<file path="src/gig_ms_pkg.sv">
// Constants and types for the gigabit master/slave management register slice
package gig_ms_pkg;
	localparam int DW = 16;
	localparam int AW = 5;
	localparam logic [4:0] ADDR_EXPANSION = 5'h06;
	localparam logic [4:0] ADDR_NP_RX = 5'h08;
	localparam logic [4:0] ADDR_MS_CTRL = 5'h09;
	localparam logic [4:0] ADDR_MS_STAT = 5'h0A;
	localparam logic [15:0] NP_RX_RESET = 16'h2000;
	localparam int EXP_PAGE_RX_BIT = 1;
	localparam int CTL_TM_HI = 15;
	localparam int CTL_TM_LO = 13;
	localparam int CTL_MAN_EN = 12;
	localparam int CTL_MAN_VAL = 11;
	localparam int CTL_PORT_TYPE = 10;
	localparam int CTL_ADV_FD = 9;
	localparam int CTL_ADV_HD = 8;
	localparam int ST_FAULT = 15;
	localparam int ST_RES = 14;
	localparam int ST_LRX = 13;
	localparam int ST_RRX = 12;
	localparam int ST_LP_FD = 11;
	localparam int ST_LP_HD = 10;
	localparam int ST_CNT_HI = 7;
	localparam int CNT_W = 8;
	localparam logic [7:0] CNT_MAX = 8'hFF;
	localparam logic [7:0] CNT_ONE = 8'h01;
	localparam logic [7:0] CNT_ZERO = 8'h00;
	localparam logic [2:0] TM_NORMAL = 3'h0;
	localparam logic [2:0] TM_WAVEFORM = 3'h1;
	localparam logic [2:0] TM_JIT_MASTER = 3'h2;
	localparam logic [2:0] TM_JIT_SLAVE = 3'h3;
	localparam logic [2:0] TM_DISTORT = 3'h4;
	typedef enum logic [2:0] {
		TMS_NORMAL, TMS_WAVEFORM, TMS_JIT_MASTER, TMS_JIT_SLAVE,
		TMS_DISTORT, TMS_RESERVED
	} test_mode_e;
	// Strap-selected defaults: {man_en, man_val, port_type, adv_fd, adv_hd}
	localparam logic [4:0] STRAP_MODE0 = 5'h00;
	localparam logic [4:0] STRAP_MODE1 = 5'h03;
	localparam logic [4:0] STRAP_MODE2 = 5'h07;
	localparam logic [4:0] STRAP_MODE3 = 5'h03;
endpackage : gig_ms_pkg

</file>
<file path="src/latch_high_bit.sv">
// Latched-high status bit that clears on read once its cause is gone
`timescale 1ns/10ps
module latch_high_bit (
	// Clock and reset
	input wire logic clk_sys,
	input wire logic rst_b,
	input wire logic sync_clr,
	// Event side
	input wire logic set_evt,
	input wire logic cond_live,
	input wire logic rd_clr,
	// State
	output logic flag
);
	logic flag_r;
	logic flag_nxt;
	// Set wins over a same-cycle read; a live cause keeps the bit up
	assign flag_nxt = set_evt | (flag_r & ~(rd_clr & ~cond_live));
	always_ff @(posedge clk_sys or negedge rst_b) begin
		if (!rst_b) begin
			flag_r <= 1'b0;
		end else if (sync_clr) begin
			flag_r <= 1'b0;
		end else begin
			flag_r <= flag_nxt;
		end
	end
	assign flag = flag_r;

	AST_LH_SET: assert property (@(posedge clk_sys) disable iff (!rst_b)
		set_evt && !sync_clr |=> flag) else $error("latch bit lost set");
	AST_LH_HOLD: assert property (@(posedge clk_sys) disable iff (!rst_b)
		flag && cond_live && !sync_clr |=> flag)
		else $error("latch bit cleared while cause live");
endmodule : latch_high_bit

</file>
<file path="src/idle_err_counter.sv">
// Saturating idle-error counter with clear and overflow event
`timescale 1ns/10ps
module idle_err_counter (
	// Clock and reset
	input wire logic clk_sys,
	input wire logic rst_b,
	// Control
	input wire logic inc,
	input wire logic clr,
	// Results
	output logic [7:0] count,
	output logic overflow
);
	logic [7:0] count_r;
	logic [7:0] count_nxt;
	logic ovf_r;
	logic at_max;
	assign at_max = (count_r == gig_ms_pkg::CNT_MAX);
	// A clear in the cycle of an error still keeps that error
	assign count_nxt = clr ? (inc ? gig_ms_pkg::CNT_ONE
		: gig_ms_pkg::CNT_ZERO)
		: (inc && !at_max) ? count_r + gig_ms_pkg::CNT_ONE
		: count_r;
	always_ff @(posedge clk_sys or negedge rst_b) begin
		if (!rst_b) begin
			count_r <= gig_ms_pkg::CNT_ZERO;
			ovf_r <= 1'b0;
		end else begin
			count_r <= count_nxt;
			ovf_r <= inc && at_max && !clr;
		end
	end
	assign count = count_r;
	assign overflow = ovf_r;

	AST_CNT_SAT: assert property (@(posedge clk_sys) disable iff (!rst_b)
		count_r == gig_ms_pkg::CNT_MAX && !clr |=> count_r == gig_ms_pkg::CNT_MAX)
		else $error("counter wrapped");
	AST_CNT_CLR: assert property (@(posedge clk_sys) disable iff (!rst_b)
		clr && !inc |=> count_r == gig_ms_pkg::CNT_ZERO)
		else $error("counter not cleared");
endmodule : idle_err_counter

</file>
<file path="src/gig_ms_regs.sv">
// Next-page, master/slave control and master/slave status registers
`timescale 1ns/10ps
module gig_ms_regs (
	// Clock and resets
	input wire logic clk_sys,
	input wire logic rst_b,
	input wire logic sw_reset,
	input wire logic logic_reset,
	// Mode strap pins
	input wire logic [1:0] mode_strap,
	// Management register port
	input wire logic [4:0] reg_addr,
	input wire logic reg_wr,
	input wire logic reg_rd,
	input wire logic [15:0] reg_wdata,
	output logic [15:0] reg_rdata,
	// From negotiation and line logic
	input wire logic np_rx_valid,
	input wire logic [15:0] np_rx_word,
	input wire logic page_rx_evt,
	input wire logic ms_fault,
	input wire logic ms_resolved_master,
	input wire logic local_rx_ok,
	input wire logic remote_rx_ok,
	input wire logic partner_gig_full_ability,
	input wire logic partner_gig_half_ability,
	input wire logic idle_err,
	// To negotiation and line logic
	output logic [4:0] test_mode_sel,
	output logic role_force,
	output logic role_force_master,
	output logic port_multi,
	output logic adv_gig_full,
	output logic adv_gig_half,
	output logic page_received,
	output logic idle_err_overflow
);
	logic [1:0] strap_s1_r;
	logic [1:0] strap_s2_r;
	logic strap_load_r;
	logic [15:0] np_rx_r;
	logic [2:0] tm_r;
	logic man_en_r;
	logic man_val_r;
	logic port_type_r;
	logic adv_fd_r;
	logic adv_hd_r;
	logic [15:0] rdata_r;
	logic [15:0] rdata_nxt;
	logic [15:0] ctrl_word;
	logic [15:0] stat_word;
	logic [15:0] exp_word;
	logic [4:0] strap_val;
	logic [7:0] err_count;
	logic fault_flag;
	logic wr_ctrl;
	logic rd_stat;
	logic rd_exp;
	logic cnt_clr;
	gig_ms_pkg::test_mode_e tm_kind;

	function automatic gig_ms_pkg::test_mode_e decode_tm(
		input logic [2:0] code);
		gig_ms_pkg::test_mode_e k;
		unique case (code)
			gig_ms_pkg::TM_NORMAL: k = gig_ms_pkg::TMS_NORMAL;
			gig_ms_pkg::TM_WAVEFORM: k = gig_ms_pkg::TMS_WAVEFORM;
			gig_ms_pkg::TM_JIT_MASTER: k = gig_ms_pkg::TMS_JIT_MASTER;
			gig_ms_pkg::TM_JIT_SLAVE: k = gig_ms_pkg::TMS_JIT_SLAVE;
			gig_ms_pkg::TM_DISTORT: k = gig_ms_pkg::TMS_DISTORT;
			default: k = gig_ms_pkg::TMS_RESERVED;
		endcase
		return k;
	endfunction : decode_tm

	function automatic logic [4:0] strap_table(input logic [1:0] m);
		logic [4:0] v;
		unique case (m)
			2'h0: v = gig_ms_pkg::STRAP_MODE0;
			2'h1: v = gig_ms_pkg::STRAP_MODE1;
			2'h2: v = gig_ms_pkg::STRAP_MODE2;
			2'h3: v = gig_ms_pkg::STRAP_MODE3;
		endcase
		return v;
	endfunction : strap_table

	// Address decode
	assign wr_ctrl = reg_wr && (reg_addr == gig_ms_pkg::ADDR_MS_CTRL);
	assign rd_stat = reg_rd && (reg_addr == gig_ms_pkg::ADDR_MS_STAT);
	assign rd_exp = reg_rd && (reg_addr == gig_ms_pkg::ADDR_EXPANSION);
	assign cnt_clr = rd_stat || sw_reset || logic_reset;
	assign strap_val = strap_table(strap_s2_r);

	// Straps are pins: synchronise, then load after reset release
	always_ff @(posedge clk_sys or negedge rst_b) begin
		if (!rst_b) begin
			strap_s1_r <= 2'h0;
			strap_s2_r <= 2'h0;
		end else begin
			strap_s1_r <= mode_strap;
			strap_s2_r <= strap_s1_r;
		end
	end
	// Load waits two edges so the synchroniser holds the strap level
	logic [1:0] load_cnt_r;
	always_ff @(posedge clk_sys or negedge rst_b) begin
		if (!rst_b) begin
			load_cnt_r <= 2'h0;
		end else if (load_cnt_r != 2'h3) begin
			load_cnt_r <= load_cnt_r + 2'h1;
		end
	end
	assign strap_load_r = (load_cnt_r == 2'h2);

	// Partner next page
	always_ff @(posedge clk_sys or negedge rst_b) begin
		if (!rst_b) begin
			np_rx_r <= gig_ms_pkg::NP_RX_RESET;
		end else if (sw_reset) begin
			np_rx_r <= gig_ms_pkg::NP_RX_RESET;
		end else if (np_rx_valid) begin
			np_rx_r <= np_rx_word;
		end
	end

	// Control register: straps at reset, then software
	always_ff @(posedge clk_sys or negedge rst_b) begin
		if (!rst_b) begin
			tm_r <= gig_ms_pkg::TM_NORMAL;
			{man_en_r, man_val_r, port_type_r, adv_fd_r, adv_hd_r} <= 5'h00;
		end else if (strap_load_r || sw_reset) begin
			tm_r <= gig_ms_pkg::TM_NORMAL;
			{man_en_r, man_val_r, port_type_r, adv_fd_r, adv_hd_r}
				<= strap_val;
		end else if (wr_ctrl) begin
			// Bits 7:0 are reserved, so their write data is dropped
			tm_r <= reg_wdata[gig_ms_pkg::CTL_TM_HI:gig_ms_pkg::CTL_TM_LO];
			man_en_r <= reg_wdata[gig_ms_pkg::CTL_MAN_EN];
			man_val_r <= reg_wdata[gig_ms_pkg::CTL_MAN_VAL];
			port_type_r <= reg_wdata[gig_ms_pkg::CTL_PORT_TYPE];
			adv_fd_r <= reg_wdata[gig_ms_pkg::CTL_ADV_FD];
			adv_hd_r <= reg_wdata[gig_ms_pkg::CTL_ADV_HD];
		end
	end

	// Control outputs to the line side
	assign tm_kind = decode_tm(tm_r);
	assign test_mode_sel = {tm_kind == gig_ms_pkg::TMS_DISTORT,
		tm_kind == gig_ms_pkg::TMS_JIT_SLAVE,
		tm_kind == gig_ms_pkg::TMS_JIT_MASTER,
		tm_kind == gig_ms_pkg::TMS_WAVEFORM,
		tm_kind == gig_ms_pkg::TMS_NORMAL};
	// Both ends master is software's problem; no interlock here
	assign role_force = man_en_r;
	assign role_force_master = man_en_r & man_val_r;
	assign port_multi = ~man_en_r & port_type_r;
	assign adv_gig_full = adv_fd_r;
	assign adv_gig_half = adv_hd_r;

	// Latched fault and page-received flags
	latch_high_bit u_fault (
		.clk_sys(clk_sys),
		.rst_b(rst_b),
		.sync_clr(sw_reset),
		.set_evt(ms_fault),
		.cond_live(ms_fault),
		.rd_clr(rd_stat),
		.flag(fault_flag)
	);
	latch_high_bit u_page (
		.clk_sys(clk_sys),
		.rst_b(rst_b),
		.sync_clr(sw_reset),
		.set_evt(page_rx_evt),
		.cond_live(1'b0),
		.rd_clr(rd_exp),
		.flag(page_received)
	);

	idle_err_counter u_cnt (
		.clk_sys(clk_sys),
		.rst_b(rst_b),
		.inc(idle_err),
		.clr(cnt_clr),
		.count(err_count),
		.overflow(idle_err_overflow)
	);

	// Read words; reserved bits are zero
	assign ctrl_word = {tm_r, man_en_r, man_val_r, port_type_r,
		adv_fd_r, adv_hd_r, 8'h00};
	assign stat_word = {fault_flag, ms_resolved_master, local_rx_ok,
		remote_rx_ok, partner_gig_full_ability, partner_gig_half_ability,
		2'h0, err_count};
	assign exp_word = {14'h0000, page_received, 1'b0};
	assign rdata_nxt = (reg_addr == gig_ms_pkg::ADDR_NP_RX) ? np_rx_r
		: (reg_addr == gig_ms_pkg::ADDR_MS_CTRL) ? ctrl_word
		: (reg_addr == gig_ms_pkg::ADDR_MS_STAT) ? stat_word
		: (reg_addr == gig_ms_pkg::ADDR_EXPANSION) ? exp_word
		: 16'h0000;

	// Data captured with the read; clear-on-read acts after capture
	always_ff @(posedge clk_sys or negedge rst_b) begin
		if (!rst_b) begin
			rdata_r <= 16'h0000;
		end else if (reg_rd) begin
			rdata_r <= rdata_nxt;
		end
	end
	assign reg_rdata = rdata_r;

	AST_NP_LOAD: assert property (@(posedge clk_sys) disable iff (!rst_b)
		np_rx_valid && !sw_reset |=> np_rx_r == $past(np_rx_word))
		else $error("next page not captured");
	AST_TM_DEC: assert property (@(posedge clk_sys) disable iff (!rst_b)
		$onehot0(test_mode_sel) && ((tm_r > gig_ms_pkg::TM_DISTORT)
		== (test_mode_sel == 5'h00))) else $error("test mode decode bad");
	AST_ROLE: assert property (@(posedge clk_sys) disable iff (!rst_b)
		!man_en_r |-> !role_force_master) else $error("role forced");
	AST_PORT: assert property (@(posedge clk_sys) disable iff (!rst_b)
		man_en_r |-> !port_multi) else $error("port type leaks");
	AST_ADV_WR: assert property (@(posedge clk_sys) disable iff (!rst_b)
		wr_ctrl && !strap_load_r && !sw_reset |=> adv_gig_full
		== $past(reg_wdata[gig_ms_pkg::CTL_ADV_FD]))
		else $error("advert write lost");
	AST_STRAP: assert property (@(posedge clk_sys) disable iff (!rst_b)
		strap_load_r |=> {man_en_r, man_val_r, port_type_r, adv_fd_r,
		adv_hd_r} == $past(strap_val)) else $error("strap not loaded");
	AST_FAULT_RD: assert property (@(posedge clk_sys) disable iff (!rst_b)
		rd_stat && fault_flag |=> rdata_r[gig_ms_pkg::ST_FAULT])
		else $error("fault not reported");
	AST_STAT_RD: assert property (@(posedge clk_sys) disable iff (!rst_b)
		rd_stat |=> rdata_r[gig_ms_pkg::ST_RES] == $past(ms_resolved_master)
		&& rdata_r[gig_ms_pkg::ST_LRX] == $past(local_rx_ok))
		else $error("status read wrong");
	AST_LP_RD: assert property (@(posedge clk_sys) disable iff (!rst_b)
		rd_stat |=> rdata_r[gig_ms_pkg::ST_LP_FD]
		== $past(partner_gig_full_ability)) else $error("lp ability");
	AST_RD_CLR: assert property (@(posedge clk_sys) disable iff (!rst_b)
		rd_stat && !idle_err |=> err_count == gig_ms_pkg::CNT_ZERO)
		else $error("count not cleared on read");
	AST_OVF: assert property (@(posedge clk_sys) disable iff (!rst_b)
		idle_err && err_count == gig_ms_pkg::CNT_MAX && !cnt_clr
		|=> idle_err_overflow) else $error("no overflow event");
	AST_RSVD: assert property (@(posedge clk_sys) disable iff (!rst_b)
		reg_rd |=> rdata_r[9:8] == 2'h0 || $past(reg_addr)
		== gig_ms_pkg::ADDR_NP_RX || $past(reg_addr)
		== gig_ms_pkg::ADDR_MS_CTRL) else $error("reserved bits set");
	AST_PAGE: assert property (@(posedge clk_sys) disable iff (!rst_b)
		page_rx_evt && !sw_reset |=> page_received)
		else $error("page flag lost");
	AST_NP_RST: assert property (@(posedge clk_sys) disable iff (!rst_b)
		sw_reset |=> np_rx_r == gig_ms_pkg::NP_RX_RESET)
		else $error("next page reset value");
	AST_RRX_RD: assert property (@(posedge clk_sys) disable iff (!rst_b)
		rd_stat |=> rdata_r[gig_ms_pkg::ST_RRX] == $past(remote_rx_ok))
		else $error("remote status wrong");
	AST_LP_HD: assert property (@(posedge clk_sys) disable iff (!rst_b)
		rd_stat |=> rdata_r[gig_ms_pkg::ST_LP_HD]
		== $past(partner_gig_half_ability)) else $error("lp half");
	AST_CNT_INC: assert property (@(posedge clk_sys) disable iff (!rst_b)
		idle_err && !cnt_clr && err_count != gig_ms_pkg::CNT_MAX
		|=> err_count == $past(err_count) + gig_ms_pkg::CNT_ONE)
		else $error("error not counted");
	AST_CNT_LRST: assert property (@(posedge clk_sys) disable iff (!rst_b)
		logic_reset && !idle_err |=> err_count == gig_ms_pkg::CNT_ZERO)
		else $error("logic reset kept count");
	AST_ROLE_WR: assert property (@(posedge clk_sys) disable iff (!rst_b)
		wr_ctrl && !strap_load_r && !sw_reset |=> role_force_master
		== $past(reg_wdata[gig_ms_pkg::CTL_MAN_EN]
		& reg_wdata[gig_ms_pkg::CTL_MAN_VAL]))
		else $error("role force wrong");
	AST_PORT_FREE: assert property (@(posedge clk_sys) disable iff (!rst_b)
		!man_en_r |-> port_multi == port_type_r)
		else $error("port type ignored");
	AST_CTRL_LOW: assert property (@(posedge clk_sys) disable iff (!rst_b)
		reg_rd && reg_addr == gig_ms_pkg::ADDR_MS_CTRL
		|=> rdata_r[gig_ms_pkg::ST_CNT_HI:0] == 8'h00)
		else $error("control low byte set");
	AST_EXP_RD: assert property (@(posedge clk_sys) disable iff (!rst_b)
		rd_exp |=> rdata_r[gig_ms_pkg::EXP_PAGE_RX_BIT]
		== $past(page_received)) else $error("page flag read");
	AST_PAGE_CLR: assert property (@(posedge clk_sys) disable iff (!rst_b)
		rd_exp && !page_rx_evt && !sw_reset |=> !page_received)
		else $error("page flag kept");
	AST_FAULT_KEEP: assert property (@(posedge clk_sys) disable iff (!rst_b)
		rd_stat && ms_fault && !sw_reset |=> fault_flag)
		else $error("live fault cleared");
	AST_TM_SWRST: assert property (@(posedge clk_sys) disable iff (!rst_b)
		sw_reset |=> test_mode_sel == 5'h01)
		else $error("test mode not reset");
	CV_PAGE_RD: cover property (@(posedge clk_sys) disable iff (!rst_b)
		page_received && rd_exp);
	CV_FAULT_RD: cover property (@(posedge clk_sys) disable iff (!rst_b)
		fault_flag && rd_stat && !ms_fault);
	CV_SAT: cover property (@(posedge clk_sys) disable iff (!rst_b)
		idle_err_overflow);
	CV_MANUAL: cover property (@(posedge clk_sys) disable iff (!rst_b)
		role_force_master);
	CV_TEST: cover property (@(posedge clk_sys) disable iff (!rst_b)
		test_mode_sel[4]);
endmodule : gig_ms_regs

</file>
<file path="config.mk">
export PLATFORM = sky130hd
export DESIGN_NAME = gig_ms_regs
export DESIGN_NICKNAME = d
export VERILOG_FILES = /design/src/gig_ms_pkg.sv /design/src/latch_high_bit.sv /design/src/idle_err_counter.sv /design/src/gig_ms_regs.sv
export SDC_FILE = /design/constraint.sdc
export NUM_CORES = 1
export LEC_CHECK = 0
export BUFFER_PORTS_ARGS = -buffer_cell sky130_fd_sc_hd__buf_2
export CELL_PAD_IN_SITES_DETAIL_PLACEMENT = 1
export CELL_PAD_IN_SITES_GLOBAL_PLACEMENT = 2
export CORE_UTILIZATION = 33
export DETAILED_ROUTE_END_ITERATION = 10
export GPL_TIMING_DRIVEN = 0
export PLACE_DENSITY = 0.86
export REMOVE_ABC_BUFFERS = 1
export SLEW_MARGIN = 40
export SYNTH_ARGS = -nofsm -noshare
export SYNTH_HDL_FRONTEND = slang
export SYNTH_SLANG_ARGS = --single-unit
export TNS_END_PERCENT = 30
</file>
<file path="constraint.sdc">
create_clock -name clk_sys -period 5.4 [get_ports clk_sys]
set_input_delay 0.81 -clock clk_sys [delete_from_list [all_inputs] [get_ports clk_sys]]
set_output_delay 0.81 -clock clk_sys [all_outputs]
set_load 0.03 [all_outputs]
</file>
## Word level (Yosys, flattened, before mapping)

Cells that the tools add are included.

| storage, ports and cells | value |
|---|---|
| word-level logic and storage cells | 89 |
| output and inout bits | 28 |
| bits in registers | 57 |
| bits of input ports | 54 |

| operators by class | value |
|---|---|
| add/sub/neg operators | 2 |
| multiplexer cells | 25 |
| eq/ne operators | 18 |
| reductions and logical operators | 18 |
| bitwise gates (word level) | 11 |

Operators by type and width:

| operator | number |
|---|---|
| 16-bit 2-to-1 mux | 5 |
| 8-bit 2-to-1 mux | 2 |
| 5-bit by 4-bit equality test with 1-bit output (second input constant) | 3 |
| 3-bit case mux with 5 select lines | 1 |
| 5-bit case mux with 3 select lines | 1 |
| 1-bit 2-to-1 mux | 13 |
| 3-bit by 2-bit equality test with 1-bit output (second input constant) | 4 |
| 8-bit by 1-bit adder with 8-bit output (second input constant) | 1 |
| 8-bit equality test (second input constant) | 1 |
| 2-bit equality test (second input constant) | 3 |
| 3-bit by 1-bit equality test with 1-bit output (second input constant) | 2 |
| 3-bit equality test (second input constant) | 2 |
| 1-bit logical AND | 6 |
| 3-bit zero test | 2 |
| 3-bit 2-to-1 mux | 2 |
| 2-bit nonzero test | 3 |
| 1-bit bitwise AND | 5 |
| 5-bit by 3-bit equality test with 1-bit output (second input constant) | 1 |
| 1-bit NOT | 4 |
| 1-bit logical OR | 3 |
| 2-bit by 1-bit adder with 2-bit output (second input constant) | 1 |
| 2-bit by 1-bit equality test with 1-bit output (second input constant) | 1 |
| 1-bit zero test | 2 |
| 2-bit zero test | 1 |
| other kinds (4) | 5 |

## Logic depth before layout (Yosys ltp)

| depth | value |
|---|---|
| depth in word-level cells | 7 |
| depth in mapped cells | 7 |
| gate-level depth less buffers | 6 |

## Modules after synthesis

A second synthesis with hierarchy kept.

| unflattened totals | value |
|---|---|
| cells, all modules | 270 |
| area total of the unflattened synthesis | 2738.9 um^2 |

Modules (own cells, without submodules):

| module | instances | sequential area each (um^2) | area each (um^2) | cells an instance |
|---|---|---|---|---|
| gig_ms_regs | 1 | 1152.4 | 2138.3 | 212 |
| idle_err_counter | 1 | 225.2 | 498.0 | 50 |
| latch_high_bit | 2 | 25.0 | 51.3 | 4 |

## Worst setup path after synthesis

Ideal clock, no wire load.

| timing path | value |
|---|---|
| kind | input port to flip-flop |
| from | input port reg_addr[1] |
| to | register u_cnt.count_r[0] (netlist: u_cnt.count[0]) |
| data required time | 5.272 ns |
| path buffers | 3 |
| stages | 7 |
| arrival | 2.022 ns |
| slack | 3.249 ns |
| setup time | 0.128 ns |
| cells stage by stage | buf_2 -> nor2b_1 -> clkbuf_2 -> a211o_1 -> buf_6 -> o41ai_2 -> a21oi_1 |

| on the way | value |
|---|---|
| longest elaborated chain between the ends | 5 |
| elaborated cells on any way between the ends | 6 |
| classes of those cells | eq/ne: 1; mux: 1; reduce/logical: 4 |

RTL lines:

| item | line | source |
|---|---|---|
| start: declaration | gig_ms_regs.sv:12 | `input wire logic [4:0] reg_addr,` |
| 5-bit by 4-bit equality test with 1-bit output (*) | gig_ms_regs.sv:89 | `assign rd_stat = reg_rd && (reg_addr == gig_ms_pkg::ADDR_MS_STAT);` |
| 1-bit logical AND (*) | gig_ms_regs.sv:89 |  |
| 1-bit logical OR (*) (2 in series) | gig_ms_regs.sv:91 | `assign cnt_clr = rd_stat \|\| sw_reset \|\| logic_reset;` |
| 8-bit 2-to-1 mux / 2-bit nonzero test (equally long branches) | n/a |  |
| end signal: assignment | idle_err_counter.sv:26 | `count_r <= gig_ms_pkg::CNT_ZERO;` |
| end signal: assignment | idle_err_counter.sv:29 | `count_r <= count_nxt;` |
| end: declaration | idle_err_counter.sv:14 | `logic [7:0] count_r;` |

Every way passes the cells marked *; elsewhere a longest branch is shown, timed or not.
A chain may end at the register's enable or synchronous reset.

## Worst setup path in the final report

| timing path | value |
|---|---|
| from | input port reg_addr[1] |
| to | register rdata_r[1] (netlist: reg_rdata[1]) |

| on the way | value |
|---|---|
| longest elaborated chain between the ends | 5 |
| elaborated cells on any way between the ends | 8 |
| classes of those cells | eq/ne: 4; mux: 4 |

RTL lines:

| item | line | source |
|---|---|---|
| 5-bit by 3-bit equality test with 1-bit output | gig_ms_regs.sv:199 | `: (reg_addr == gig_ms_pkg::ADDR_EXPANSION) ? exp_word` |
| 2-bit 2-to-1 mux | gig_ms_regs.sv:199 |  |
| 16-bit 2-to-1 mux | gig_ms_regs.sv:198 | `: (reg_addr == gig_ms_pkg::ADDR_MS_STAT) ? stat_word` |
| 16-bit 2-to-1 mux | gig_ms_regs.sv:197 | `: (reg_addr == gig_ms_pkg::ADDR_MS_CTRL) ? ctrl_word` |
| 16-bit 2-to-1 mux (*) | gig_ms_regs.sv:196 | `assign rdata_nxt = (reg_addr == gig_ms_pkg::ADDR_NP_RX) ? np_rx_r` |
| end signal: assignment | gig_ms_regs.sv:207 | `rdata_r <= rdata_nxt;` |
| end: declaration | gig_ms_regs.sv:48 | `logic [15:0] rdata_r;` |

Marked as above.

==> flow_metrics.py <==
metrics = {
    "worst_setup_path": {
        "r2r_slack_ns": 3.49,
        "required_ns": 5.66,
        "path_cells": "buf_2, nor4b_4, nor2b_1, nand2_1, a41oi_1",
        "start_kind": "input pin",
        "path_class": "input pin to flip-flop",
        "slowest_delay_ns": 0.69,
        "cp_max_fo": 8,
        "crit_path_end_kind": "flip-flop",
        "arrival_ns": 2.46,
        "cpMaxStageDelayCell": "nor2b_1",
    },
    "routing": {
        "finalWirelength_um": 6900,
        "antenna_left": 0,
        "first_iter_violations": 76,
        "vias": 2221,
        "via_per_inst": 5.06,
        "avgRoutedWirePerCell_um": 15.7,
        "dr.pass1.iters": 4,
        "drc": 0,
    },
    "clocking": {
        "clockBufferDepth": 2,
        "postCtsHoldBufs": 0,
        "cts_resized": 0,
        "cts_buffers": 9,
        "clockRootBuffer": "clkbuf_8",
        "htree_levels": 3,
        "cts_tree": "done",
        "clkTransAtPathRegs_ns": 0.07,
        "cts_setup_buffers": 0,
        "cts.sinks": 57,
        "clkLatencyLatePin_ns": 0.34,
    },
    "logic_synthesis": {
        "synth-seq-cells": 57,
        "synthCells": 262,
        "syn_avg_cell_area_um2": 10.3,
        "async_reset_ff_share_pct": 100,
        "synth_cell_types": 47,
        "synth_area_um2": 2690,
        "synth-seq-area-share_pct": 53.1,
        "synth_edf_count": 0,
        "synth_ff_type": "dfrtp_1",
        "ys_warn_count": 0,
    },
    "floorplanning": {
        "core-area_um2": 7810,
        "fp.dieW_um": 92.3,
        "dieHeight_um": 92.3,
        "die-area_um2": 8510,
        "start_util_pct": 34.4,
        "num_rows": 32,
        "ios": 82,
    },
    "placed_design": {
        "dp.final_hpwl_um": 4910,
        "place.gp.congestion": 0.735,
        "place_area_um2": 3110,
        "portBuffers": 73,
    },
    "layout": {
        "nets": 389,
        "fillers": 921,
        "num_antenna_cells": 0,
        "multi_input_area_um2": 1120,
        "final_cell_mix": "buf_2, dfrtp_1, nor2_1",
        "stdcell_area_um2": 3280,
        "drive_gt1_share_pct": 28.2,
        "seqCellArea_um2": 1430,
        "final_common_cell": "buf_2",
        "area_growth_pct": 22.1,
    },
    "flow_run": {
        "drv_cap": 0,
    },
    "timing": {
        "skew_ns": 0.00810,
        "worst_slew_pin_slew_ns": 0.791,
        "setup_viol": 0,
        "rsz0062_at_grt": "no",
        "fin_crit_ns": 2.21,
        "period_share_pct": 40.9,
        "drv_slew": 0,
        "fmax_mhz": 453,
        "relSlewSlack_pct": 47.0,
        "hold_viol_final": 0,
        "holdWs_ns": 0.350,
        "tns_ns": 0,
    },
    "run_status": {
        "status": "finished, final reports clean",
    },
    "grt": {
        "grt_max_degree": 58,
        "grt_pass1_vias": 2433,
        "grt-ovfl-total": 0,
        "grt_pass1_wl_um": 12000,
        "antenna_found_initial": 0,
        "grt_usage_pct": 18.6,
    },
    "hold_path": {
        "hp-class": "flip-flop to flip-flop",
    },
    "power_and_ir_drop": {
        "power.total_uw": 907,
        "leakage_nw": 1.61,
        "ir_drop_mv": 0.144,
        "powerDensity_nw_per_um2": 276,
    },
}
## worst max-delay path, delay by kind of cell
kind                   cells  cell delay, ns
buffers and inverters      1            0.15
AND/OR/NAND/NOR            3            1.26
AO/OA/AOI/OAI              1            0.24
## final timing paths
| check | endpoint | cells after the start | start |
|---|---|---|---|
| max | reg_rdata[1]$_DFFE_PN0P_ | 5 | reg_addr[1] |
| min | strap_s2_r[0]$_DFF_PN0_ | 0 | strap_s1_r[0]$_DFF_PN0_ |
| max reg2reg | adv_gig_full$_DFFE_PN0P_ | 5 | load_cnt_r[0]$_DFFE_PN0P_ |
| min reg2reg | strap_s2_r[0]$_DFF_PN0_ | 0 | strap_s1_r[0]$_DFF_PN0_ |
| max in group asynchronous | u_cnt.count[7]$_DFFE_PN0P_ | 1 | rst_b |
| min in group asynchronous | load_cnt_r[0]$_DFFE_PN0P_ | 1 | rst_b |
## synthesized netlist by cell type (5+ instances only)
cell type	n	share of area [%]
inv_1	18	2.5
clkbuf_1	6	0.84
nor2_1	30	4.2
nand2_1	13	1.8
nand3_1	10	1.9
a21oi_1	15	2.8
mux2i_1	19	7.1
nor2b_1	15	3.5
nor3_1	5	0.93
o21ai_0	13	2.4
a22o_1	5	1.6
dfrtp_1	56	52
## power by group
group / internal [mW] / switching (mW)
combinational: 0.0361 / 0.0594
clock: 0.189 / 0.170
sequential: 0.443 / 0.00951
## layer usage
metal  global-route usage (%)  up-vias  wire length (um)
li1                         -     1060                 -
met1                     24.1     1094              3150
met2                     29.4       58              3260
met3                     3.57        9               347
met4                     10.2        0               150
met5                        0        -                 0
## through the flow
step,utilization (%),setup WS (ns),cells
final,42.0,3.19,439
after global routing,42.0,3.04,439
after CTS,42.0,3.16,439
after detailed placement,39.8,2.85,423
after global placement,39.8,2.88,423
after floorplan,-,3.40,248
## cell type report
class                           instances  area share [%]
Clock buffer                           13            4.84
Inverter                               18            2.06
Timing Repair Buffer                   73            11.2
Sequential cell                        57            43.5
Multi-Input combinational cell        173            34.0
Tap cell                              102            3.89
Clock inverter                          3           0.457
## logic make-up after synthesis
| group | share of synthesized area [%] |
|---|---|
| compound gates | 14.3 |
| xor+xnor | 0.652 |
| fa+ha+maj | 1.40 |
| buf+inv | 5.35 |
| flops | 53.1 |
| mux | 7.91 |
| simple gates | 17.3 |
## state kept, by name, indices dropped and copies added (netlist names)
| register | count |
|---|---|
| man_val_r | 1 |
| strap_s1_r | 2 |
| u_cnt.count | 8 |
| tm_r | 3 |
| adv_gig_full | 1 |
| adv_gig_half | 1 |
| reg_rdata | 16 |
| load_cnt_r | 2 |
| u_fault.flag | 1 |
| np_rx_r | 16 |
| strap_s2_r | 2 |
| port_type_r | 1 |
| role_force | 1 |
| u_cnt.overflow | 1 |
| u_page.flag | 1 |
(Power assumes the default switching activity.)
